<file path="config.mk">
export PLATFORM = sky130hd
export DESIGN_NAME = spi_master_command_bridge
export DESIGN_NICKNAME = d
export VERILOG_FILES = /design/src/hw/spi_cmd_pkg.sv /design/src/hw/spi_resp_buf.sv /design/src/hw/spi_master_command_bridge.sv
export SDC_FILE = /design/constraint.sdc
export NUM_CORES = 2
export LEC_CHECK = 0
export ABC_CLOCK_PERIOD_IN_PS = 3580
export BUFFER_PORTS_ARGS = -buffer_cell sky130_fd_sc_hd__clkbuf_2
export CORE_UTILIZATION = 58
export DETAILED_ROUTE_END_ITERATION = 10
export GPL_TIMING_DRIVEN = 0
export PLACE_DENSITY = 0.77
export SLEW_MARGIN = 10
export SYNTH_ARGS = -nofsm -noshare
export SYNTH_HDL_FRONTEND = slang
export SYNTH_HIERARCHICAL = 1
export SYNTH_SLANG_ARGS = --single-unit
</file>
<file path="constraint.sdc">
create_clock -name clock -period 3.58 [get_ports clock]
set_clock_uncertainty 0.2 [all_clocks]
set_input_delay 0.716 -clock clock [delete_from_list [all_inputs] [get_ports clock]]
set_output_delay 0.716 -clock clock [all_outputs]
set_load 0.02 [all_outputs]
</file>
<file path="src/hw/spi_cmd_pkg.sv">
// shared constants and types for the spi master command bridge
package spi_cmd_pkg;

  // ****************************************************************
  // timing
  // ****************************************************************
  localparam int CLK_HZ       = 50_000_000;
  localparam int BIT_RATE_HZ  = 1_000_000;
  localparam int CS_GUARD_NS  = 20;
  localparam int CLK_PER_NS   = 1_000_000_000 / CLK_HZ;
  // half a serial bit in system clocks, longest time so rounds down
  localparam int HALF_CYC     = CLK_HZ / (2 * BIT_RATE_HZ);
  // chip-select guard, least time so rounds up, never below one
  localparam int CS_GUARD_CYC =
    (CS_GUARD_NS + CLK_PER_NS - 1) / CLK_PER_NS;
  // each guard phase lasts the longer of half a bit and the guard
  localparam int GUARD_CYC    =
    (CS_GUARD_CYC > HALF_CYC) ? CS_GUARD_CYC : HALF_CYC;

  // ****************************************************************
  // sizes
  // ****************************************************************
  localparam int RD_MAX       = 56;
  localparam int WR_MAX       = 128;
  localparam int RESP_BYTES   = 56;
  localparam int HDR_BYTES    = 2;
  localparam int PH_W         = 6;
  localparam int BUF_DEPTH    = 2;
  localparam logic [7:0] RD_MAX_B  = 8'h38;
  localparam logic [7:0] WR_MAX_B  = 8'h80;
  localparam logic [7:0] IDLE_MOSI = 8'h00;

  // ****************************************************************
  // commands
  // ****************************************************************
  typedef enum logic [2:0] {
    OP_READ_SETUP        = 3'h0,  // payload: address, count
    OP_READ_HEADER       = 3'h1,  // returns address, count
    OP_WRITE_PUSH        = 3'h2,  // payload: raw data bytes
    OP_WRITE_QUEUE_EXEC  = 3'h3,  // payload: address, length, data
    OP_READ_RUN          = 3'h4,  // runs the set-up read
    OP_READ_FETCH        = 3'h5   // returns the read buffer
  } cmd_op_e;

  typedef struct packed {
    cmd_op_e    op;
    logic [7:0] data;
    logic       last;
  } cmd_s;

  typedef struct packed {
    logic [7:0] data;
    logic       last;
  } resp_s;

  localparam int RESP_W = $bits(resp_s);

endpackage

</file>
<file path="src/hw/spi_resp_buf.sv">
// two-entry shift buffer with registered valid, ready and data
`timescale 1ns/10ps
module spi_resp_buf #(
  parameter int WIDTH = 9,
  parameter int DEPTH = 2
) (
  input  wire logic             clock,     // system clock
  input  wire logic             reset_n,   // async reset, active low
  input  wire logic             ce,        // clock enable
  input  wire logic             in_valid,  // fill side valid
  output logic                  in_ready,  // fill side ready
  input  wire logic [WIDTH-1:0] in_data,   // fill side word
  output logic                  out_valid, // drain side valid
  input  wire logic             out_ready, // drain side ready
  output logic      [WIDTH-1:0] out_data   // drain side word
);

  localparam int CW = $clog2(DEPTH + 1);

  logic [WIDTH-1:0] mem_r [DEPTH];
  logic [DEPTH-1:0] vld_r;
  logic [CW-1:0]    cnt_r;
  logic [CW-1:0]    cnt_nxt;
  logic [CW-1:0]    wpos;
  logic             push;
  logic             pop;

  assign push      = in_valid && !vld_r[DEPTH-1];
  assign pop       = out_ready && vld_r[0];
  assign in_ready  = !vld_r[DEPTH-1];
  assign out_valid = vld_r[0];
  assign out_data  = mem_r[0];

  always_comb begin
    cnt_nxt = cnt_r;
    wpos    = cnt_r;
    if (pop) begin
      wpos = cnt_r - CW'(1);
    end
    if (push && !pop) begin
      cnt_nxt = cnt_r + CW'(1);
    end else if (pop && !push) begin
      cnt_nxt = cnt_r - CW'(1);
    end
  end

  always_ff @(posedge clock or negedge reset_n) begin
    if (!reset_n) begin
      cnt_r <= '0;
    end else if (ce) begin
      cnt_r <= cnt_nxt;
    end
  end

  // ****************************************************************
  // entries: head is entry 0, the rest shift down on a pop
  // ****************************************************************
  for (genvar i = 0; i < DEPTH; i++) begin : g_ent
    always_ff @(posedge clock or negedge reset_n) begin
      if (!reset_n) begin
        mem_r[i] <= '0;
        vld_r[i] <= 1'b0;
      end else if (ce) begin
        vld_r[i] <= (CW'(i) < cnt_nxt);
        if (push && wpos == CW'(i)) begin
          mem_r[i] <= in_data;
        end else if (pop && i < DEPTH - 1) begin
          mem_r[i] <= mem_r[(i < DEPTH - 1) ? i + 1 : i];
        end
      end
    end
  end

endmodule

</file>
<file path="src/hw/spi_master_command_bridge.sv">
// spi master driven by a byte-wide command stream, with read-back stream
`timescale 1ns/10ps

// Operation
// - one chip-select output only
// - serial clock fixed at one megabit per second
// - transfer reads or writes, never both
// - bytes shifted most significant bit first
// - mode 0: clock idles low, rising samples
// - select leads and trails clock by half a bit (25 clocks), at least 20 ns
// - master silent when device booted over spi
// - read returns at most 56 bytes
// - queued writes combine up to 128 bytes
// - whole transaction under one select assertion
// - read setup stores address and count
// - push appends data, no bus activity
// - push-and-execute appends, then sends queue
// - buffer read returns last read data
// - payload padding beyond length not sent
// - write sends address then data, no gap
module spi_master_command_bridge (
  input  wire logic                clock,       // system clock, 50 MHz
  input  wire logic                reset_n,     // async reset, active low
  input  wire logic                ce,          // clock enable
  input  wire logic                spi_booted,  // device booted over spi
  input  wire spi_cmd_pkg::cmd_s   cmd,         // command byte
  input  wire logic                cmd_valid,   // command byte valid
  output logic                     cmd_ready,   // command byte taken
  output spi_cmd_pkg::resp_s       resp,        // response byte
  output logic                     resp_valid,  // response byte valid
  input  wire logic                resp_ready,  // response byte taken
  output logic                     spi_clk,     // serial clock
  output logic                     spi_cs_n,    // chip select, low active
  output logic                     spi_mosi,    // master-out data
  output logic                     spi_oe,      // drive enable, pins
  input  wire logic                spi_miso,    // master-in data
  output logic                     busy         // transfer in progress
);

  // ****************************************************************
  // declarations
  // ****************************************************************
  typedef enum logic [4:0] {
    ST_IDLE = 5'b00001,
    ST_LEAD = 5'b00010,
    ST_HIGH = 5'b00100,
    ST_LOW  = 5'b01000,
    ST_TAIL = 5'b10000
  } xfer_state_e;

  xfer_state_e state_r;
  logic [1:0]  miso_sync_r;
  logic [1:0]  boot_sync_r;
  logic        miso_s;
  logic        boot_s;
  localparam int PW  = spi_cmd_pkg::PH_W - 1;
  localparam int PHW = spi_cmd_pkg::PH_W;

  logic [PW:0] phase_r;
  logic [2:0]  bit_r;
  logic [7:0]  byte_r;
  logic [7:0]  shift_r;
  logic        is_read_r;
  logic        clk_r;
  logic        cs_n_r;
  logic        mosi_r;
  logic        oe_r;
  logic        cmd_ready_r;
  logic        busy_r;

  logic [7:0]  idx_r;
  logic [7:0]  rd_addr_r;
  logic [7:0]  rd_cnt_r;
  logic [7:0]  wr_addr_r;
  logic [7:0]  wr_len_r;
  logic [7:0]  wq_len_r;
  logic [7:0]  wq_r [spi_cmd_pkg::WR_MAX];
  logic [7:0]  rbuf_r [spi_cmd_pkg::RD_MAX];

  logic        resp_act_r;
  logic        resp_hdr_r;
  logic [7:0]  resp_idx_r;

  logic        acc;
  logic        start_rd;
  logic        start_wr;
  logic        start_resp;
  logic        xfer_done;
  logic        phase_end;
  logic        last_byte;
  logic        rx_byte_done;
  logic [7:0]  rx_byte;
  logic [7:0]  resp_byte;
  logic        resp_last;
  logic        fifo_ready;

  // ****************************************************************
  // pin synchronisers
  // ****************************************************************
  always_ff @(posedge clock or negedge reset_n) begin
    if (!reset_n) begin
      miso_sync_r <= 2'h0;
      boot_sync_r <= 2'h0;
    end else if (ce) begin
      miso_sync_r <= {miso_sync_r[0], spi_miso};
      boot_sync_r <= {boot_sync_r[0], spi_booted};
    end
  end

  assign miso_s = miso_sync_r[1];
  assign boot_s = boot_sync_r[1];

  // ****************************************************************
  // command decode
  // ****************************************************************
  function automatic logic [7:0] clamp(input logic [7:0] v,
                                       input logic [7:0] lim);
    clamp = (v > lim) ? lim : v;
  endfunction

  assign acc        = ce && cmd_valid && cmd_ready_r;
  assign start_rd   = acc && cmd.last && !boot_s &&
                      cmd.op == spi_cmd_pkg::OP_READ_RUN;
  assign start_wr   = acc && cmd.last && !boot_s &&
                      cmd.op == spi_cmd_pkg::OP_WRITE_QUEUE_EXEC;
  assign start_resp = acc && cmd.last &&
                      (cmd.op == spi_cmd_pkg::OP_READ_FETCH ||
                       cmd.op == spi_cmd_pkg::OP_READ_HEADER);

  always_ff @(posedge clock or negedge reset_n) begin
    if (!reset_n) begin
      idx_r     <= 8'h00;
      rd_addr_r <= 8'h00;
      rd_cnt_r  <= 8'h00;
      wr_addr_r <= 8'h00;
      wr_len_r  <= 8'h00;
      wq_len_r  <= 8'h00;
    end else if (ce) begin
      if (xfer_done && !is_read_r) begin
        wq_len_r <= 8'h00;
      end
      if (acc) begin
        idx_r <= cmd.last ? 8'h00 : idx_r + 8'h01;
        unique case (cmd.op)
          spi_cmd_pkg::OP_READ_SETUP: begin
            if (idx_r == 8'h00) begin
              rd_addr_r <= cmd.data;
            end
            if (idx_r == 8'h01) begin
              rd_cnt_r <= clamp(cmd.data, spi_cmd_pkg::RD_MAX_B);
            end
          end
          spi_cmd_pkg::OP_WRITE_PUSH,
          spi_cmd_pkg::OP_WRITE_QUEUE_EXEC: begin
            if (cmd.op == spi_cmd_pkg::OP_WRITE_QUEUE_EXEC &&
                idx_r == 8'h00) begin
              wr_addr_r <= cmd.data;
            end else if (cmd.op == spi_cmd_pkg::OP_WRITE_QUEUE_EXEC &&
                         idx_r == 8'h01) begin
              wr_len_r <= clamp(cmd.data, spi_cmd_pkg::WR_MAX_B);
            end else if (wq_len_r < spi_cmd_pkg::WR_MAX_B) begin
              wq_len_r <= wq_len_r + 8'h01;
            end
            // queue dropped when the execute cannot run
            if (cmd.op == spi_cmd_pkg::OP_WRITE_QUEUE_EXEC &&
                cmd.last && boot_s) begin
              wq_len_r <= 8'h00;
            end
          end
          default: begin
          end
        endcase
      end
    end
  end

  // queue storage, written at the fill index only
  always_ff @(posedge clock or negedge reset_n) begin
    if (!reset_n) begin
      for (int i = 0; i < spi_cmd_pkg::WR_MAX; i++) begin
        wq_r[i] <= 8'h00;
      end
    end else if (ce && acc && wq_len_r < spi_cmd_pkg::WR_MAX_B &&
                 (cmd.op == spi_cmd_pkg::OP_WRITE_PUSH ||
                  (cmd.op == spi_cmd_pkg::OP_WRITE_QUEUE_EXEC &&
                   idx_r > 8'h01))) begin
      wq_r[wq_len_r[6:0]] <= cmd.data;
    end
  end

  // ****************************************************************
  // transfer engine
  // ****************************************************************
  assign phase_end = (phase_r == PHW'(spi_cmd_pkg::HALF_CYC - 1));
  assign last_byte = byte_r == (is_read_r ? rd_cnt_r : wr_len_r);
  assign rx_byte   = {shift_r[6:0], miso_s};
  assign rx_byte_done = ce && state_r != ST_HIGH && phase_end &&
                        (state_r == ST_LEAD || state_r == ST_LOW) &&
                        bit_r == 3'h0 && is_read_r && byte_r != 8'h00;
  assign xfer_done = state_r == ST_TAIL &&
                     phase_r == PHW'(spi_cmd_pkg::GUARD_CYC - 1);

  always_ff @(posedge clock or negedge reset_n) begin
    if (!reset_n) begin
      state_r   <= ST_IDLE;
      phase_r   <= '0;
      bit_r     <= 3'h7;
      byte_r    <= 8'h00;
      shift_r   <= 8'h00;
      is_read_r <= 1'b0;
      clk_r     <= 1'b0;
      cs_n_r    <= 1'b1;
      busy_r    <= 1'b0;
      mosi_r    <= 1'b0;
    end else if (ce) begin
      phase_r <= phase_end ? '0 : phase_r + PHW'(1);
      unique case (state_r)
        ST_IDLE: begin
          phase_r <= '0;
          clk_r   <= 1'b0;
          cs_n_r  <= 1'b1;
          busy_r  <= 1'b0;
          if (start_rd || start_wr) begin
            state_r   <= ST_LEAD;
            is_read_r <= start_rd;
            cs_n_r    <= 1'b0;
            busy_r    <= 1'b1;
            bit_r     <= 3'h7;
            byte_r    <= 8'h00;
            shift_r   <= start_rd ? rd_addr_r : wr_addr_r;
            mosi_r    <= start_rd ? rd_addr_r[7] : wr_addr_r[7];
          end
        end
        ST_LEAD, ST_LOW: begin
          if (phase_r == PHW'(spi_cmd_pkg::GUARD_CYC - 1) ||
              (state_r == ST_LOW && phase_end)) begin
            phase_r <= '0;
            state_r <= ST_HIGH;
            clk_r   <= 1'b1;
            shift_r <= rx_byte;
            bit_r   <= bit_r - 3'h1;
          end
        end
        ST_HIGH: begin
          if (phase_end) begin
            clk_r <= 1'b0;
            if (bit_r == 3'h7 && last_byte) begin
              state_r <= ST_TAIL;
            end else if (bit_r == 3'h7) begin
              state_r <= ST_LOW;
              byte_r  <= byte_r + 8'h01;
              // next byte follows with no gap under the same select
              shift_r <= is_read_r ? spi_cmd_pkg::IDLE_MOSI
                                   : wq_r[byte_r[6:0]];
              mosi_r  <= is_read_r ? 1'b0 : wq_r[byte_r[6:0]][7];
            end else begin
              state_r <= ST_LOW;
              mosi_r  <= shift_r[7];
            end
          end
        end
        ST_TAIL: begin
          if (xfer_done) begin
            state_r <= ST_IDLE;
            cs_n_r  <= 1'b1;
            busy_r  <= 1'b0;
            phase_r <= '0;
          end
        end
        default: begin
          state_r <= ST_IDLE;
        end
      endcase
    end
  end

  // received bytes land behind the address byte
  always_ff @(posedge clock or negedge reset_n) begin
    if (!reset_n) begin
      for (int i = 0; i < spi_cmd_pkg::RD_MAX; i++) begin
        rbuf_r[i] <= 8'h00;
      end
    end else if (rx_byte_done) begin
      rbuf_r[6'(byte_r - 8'h01)] <= rx_byte;
    end
  end

  // pins are released while the device was booted over spi
  always_ff @(posedge clock or negedge reset_n) begin
    if (!reset_n) begin
      oe_r <= 1'b0;
    end else if (ce) begin
      oe_r <= !boot_s;
    end
  end

  // ****************************************************************
  // responses
  // ****************************************************************
  assign resp_byte = resp_hdr_r ? (resp_idx_r == 8'h00 ? rd_addr_r
                                                       : rd_cnt_r)
                                : rbuf_r[resp_idx_r[5:0]];
  assign resp_last = resp_idx_r == (resp_hdr_r
                       ? 8'(spi_cmd_pkg::HDR_BYTES - 1)
                       : 8'(spi_cmd_pkg::RESP_BYTES - 1));

  always_ff @(posedge clock or negedge reset_n) begin
    if (!reset_n) begin
      resp_act_r <= 1'b0;
      resp_hdr_r <= 1'b0;
      resp_idx_r <= 8'h00;
    end else if (ce) begin
      if (start_resp) begin
        resp_act_r <= 1'b1;
        resp_hdr_r <= cmd.op == spi_cmd_pkg::OP_READ_HEADER;
        resp_idx_r <= 8'h00;
      end else if (resp_act_r && fifo_ready) begin
        resp_idx_r <= resp_idx_r + 8'h01;
        resp_act_r <= !resp_last;
      end
    end
  end

  // one command at a time; ready drops while a command is serviced
  always_ff @(posedge clock or negedge reset_n) begin
    if (!reset_n) begin
      cmd_ready_r <= 1'b0;
    end else if (ce) begin
      cmd_ready_r <= !(start_rd || start_wr || start_resp) &&
                     state_r == ST_IDLE && !resp_act_r;
    end
  end

  spi_resp_buf #(
    .WIDTH (spi_cmd_pkg::RESP_W),
    .DEPTH (spi_cmd_pkg::BUF_DEPTH)
  ) u_resp_buf (
    .clock     (clock),
    .reset_n   (reset_n),
    .ce        (ce),
    .in_valid  (resp_act_r),
    .in_ready  (fifo_ready),
    .in_data   ({resp_byte, resp_last}),
    .out_valid (resp_valid),
    .out_ready (resp_ready),
    .out_data  (resp)
  );

  assign cmd_ready = cmd_ready_r;
  assign spi_clk   = clk_r;
  assign spi_cs_n  = cs_n_r;
  assign spi_mosi  = mosi_r;
  assign spi_oe    = oe_r;
  assign busy      = busy_r;

endmodule

</file>
==> impl_metrics.toml <==
[synthesis]
syn-num-nets = 5050
ys_seq_area_share_pct = 53.8
yosysTopAreaCell = "dfrtp_1"
synth_top_area_share_pct = 53.6
synth_warnings = 6
synth_seq_cells = 1592
syn_inst = 5017
ys.flop_type = "dfrtp_1"
syn_avg_cell_area_sq_um = 14.8
async_flop_share_pct = 100
synthesis.area_sq_um = 74100
synth_top_cells_by_area = "dfrtp_1, mux2_2, mux4_2"
synth_cell_types = 88
synth_edf_count = 0

[clock_network]
clk_pin_slew_ns = 0.07
clk_latency_ns = 0.82
cts-root-buf = "clkbuf_16"
cts_sinks = 1592
cts.htree.levels = 4
cts_tree = "yes"
cts_buffers = 164
clk_path_buf_depth = 3

[hold_path]
hold_path_class = "input pin to register"

[power_and_ir_drop]
ir_drop_mv = 0.519
total_leakage_power_nw = 40.1
pwr_density_cell_nw_per_um2 = 495
power_mw = 42.1

[worst_setup_path]
cp.arrival_ns = 4.28
cp-start-kind = "register"
path_class = "register to register"
crit_path_end_kind = "register"
critPathMaxFanout = 10
worstPathRequired_ns = 4.07

[timing]
tightest_slew_ns = 1.43
period_share_pct = 106
hold_viol = 0
fin_setup_tns_ns = -1.14
worst_slew_margin_rel_pct = 4.97
drv_slew = 0
setup_viol = 39
layout_setup_ws_ns = -0.205
worst_hold_slack_ns = 0.0363
min_period_ns = 3.78
fmax_mhz = 264

[cells_and_area]
fillerInstances = 8557
drive_gt1_share_pct = 48.7
area_growth_pct = 14.9
post-route-util_pct = 67.4
multi_input_comb_area_sq_um = 33600
final_cell_mix = "dfrtp_1, mux2_2, mux4_2"
seq_area_sq_um = 39800
final_nets = 5311
final_cells = 7068
layout_commonest_cell = "dfrtp_1"
fin_area_sq_um = 85100

[floorplan]
die_h_microns = 359
placementRows = 130
core_sq_um = 126000
dieWidth_microns = 359
initial_core_util_pct = 58.7
dieArea_sq_um = 129000
pin_count = 35

[routing]
via_per_inst = 6.95
vias = 49127
wl_per_cell_microns = 34.8
drtPass1Iterations = 7
ant_nets = 0
routed_wirelength_microns = 246000
drc = 0
drt_iter0_markers = 5813

[global_routing]
grt_pass1_vias = 50591
grt_usage_pct = 38.5
gr-total-overflow = 0
antenna_found_initial = 4
grt_pass1_wl_microns = 358000
grt_max_degree = 107

[place]
portBuffers = 25
place_area_sq_um = 76900
gp_congestion = 1.06
place_ws_ns = -2.47
dp_cells = 6711
dp_hpwl_microns = 168000

[outcome]
status = "finished with violations"
violations = "negative setup slack"

[run]
drv_cap = 0
[Yosys cell counts, types with 16 or more instances]
master,n
nor2_1,114
buf_4,16
dfrtp_1,1587
inv_1,29
nor3_1,38
buf_1,40
nand2_2,31
a21oi_1,60
nand2b_1,24
mux2_1,49
nand2_1,212
o21ai_0,85
mux2_2,1479
mux4_2,375
clkbuf_1,263
mux2i_1,94
o22ai_1,24
nor2_2,66
a22oi_1,28
buf_2,53
nand3_1,39
[flip-flops by register name, summed over array words and instances (netlist names), 3 cells and up]
register / flops
resp_idx_r: 8
byte_r: 8
rd_addr_r: 8
rbuf_r: 448
bit_r: 3
wq_len_r: 8
wr_len_r: 8
rd_cnt_r: 8
state_r: 5
idx_r: 8
wr_addr_r: 8
wq_r: 1024
u_resp_buf/out_data: 9
shift_r: 8
phase_r: 6
u_resp_buf/mem_r: 9
[worst paths after layout]
| path | start | end | cells past startpoint | slack [ns] |
|---|---|---|---|---|
| setup / recovery | byte_r[6] | shift_r[1] | 6 | -0.20 |
| hold / removal | cmd[11] | resp_hdr_r | 2 | 0.04 |
| hold reg to reg | spi_cs_n | spi_cs_n | 2 | 0.26 |
| min in group asynchronous | reset_n | u_resp_buf/out_data[2] | 2 | 0.18 |
| max in group asynchronous | reset_n | wq_r[492] | 6 | 0.63 |
| setup reg to reg | byte_r[6] | shift_r[1] | 6 | -0.20 |
[where the power goes]
| part | total [mW] | switching, mW | leakage (nW) | internal (mW) |
|---|---|---|---|---|
| sequential | 18.8 | 0.398 | 22.1 | 18.4 |
| combinational | 5.51 | 3.83 | 15.3 | 1.69 |
| clock | 17.8 | 7.34 | 2.74 | 10.4 |
[logic make-up after synthesis]
logic type	after synthesis	synth area share (%)
compound gates	326	2.96
flops	1592	53.8
simple gates	658	4.61
buf+inv	406	2.26
xor+xnor	24	0.284
fa+ha+maj	14	0.236
mux	1997	35.9
[worst max-delay path: stages, from the launching register on]
cell and delay, ns:
dfrtp_1 0.40, clkbuf_1 0.59, clkbuf_1 0.93, nand2_1 0.54
nor3_2 0.51, o22a_2 0.35, o21ai_0 0.13
[per-layer routing]
layer | routed length, microns | GRT usage (%) | vias up
met3 | 25600 | 12.4 | 1030
met2 | 110000 | 57.0 | 3102
met1 | 88500 | 47.2 | 25817
met4 | 21700 | 29.0 | 2
li1 | - | - | 19176
met5 | 32 | 0.0740 | -
[timing repair]
item,4_1_cts,5_1_grt
setup endpoints to repair,1079,1239
buffers inserted,33,26
resized for setup,437,128
pin swaps,41,24
endpoints found under the hold margin,31,0
hold buffers,3,0
[layout make-up]
type / instances / area share [%]
antenna: 8 / 0.0235
buffer: 364 / 2.74
clock buffer: 253 / 5.81
clock inverter: 45 / 0.739
inverter: 31 / 0.153
multi-input combinational: 3019 / 39.4
sequential: 1592 / 46.8
tap: 1650 / 2.43
timing repair buffer: 106 / 1.84
Note: power is estimated with default switching activity, not from simulation.
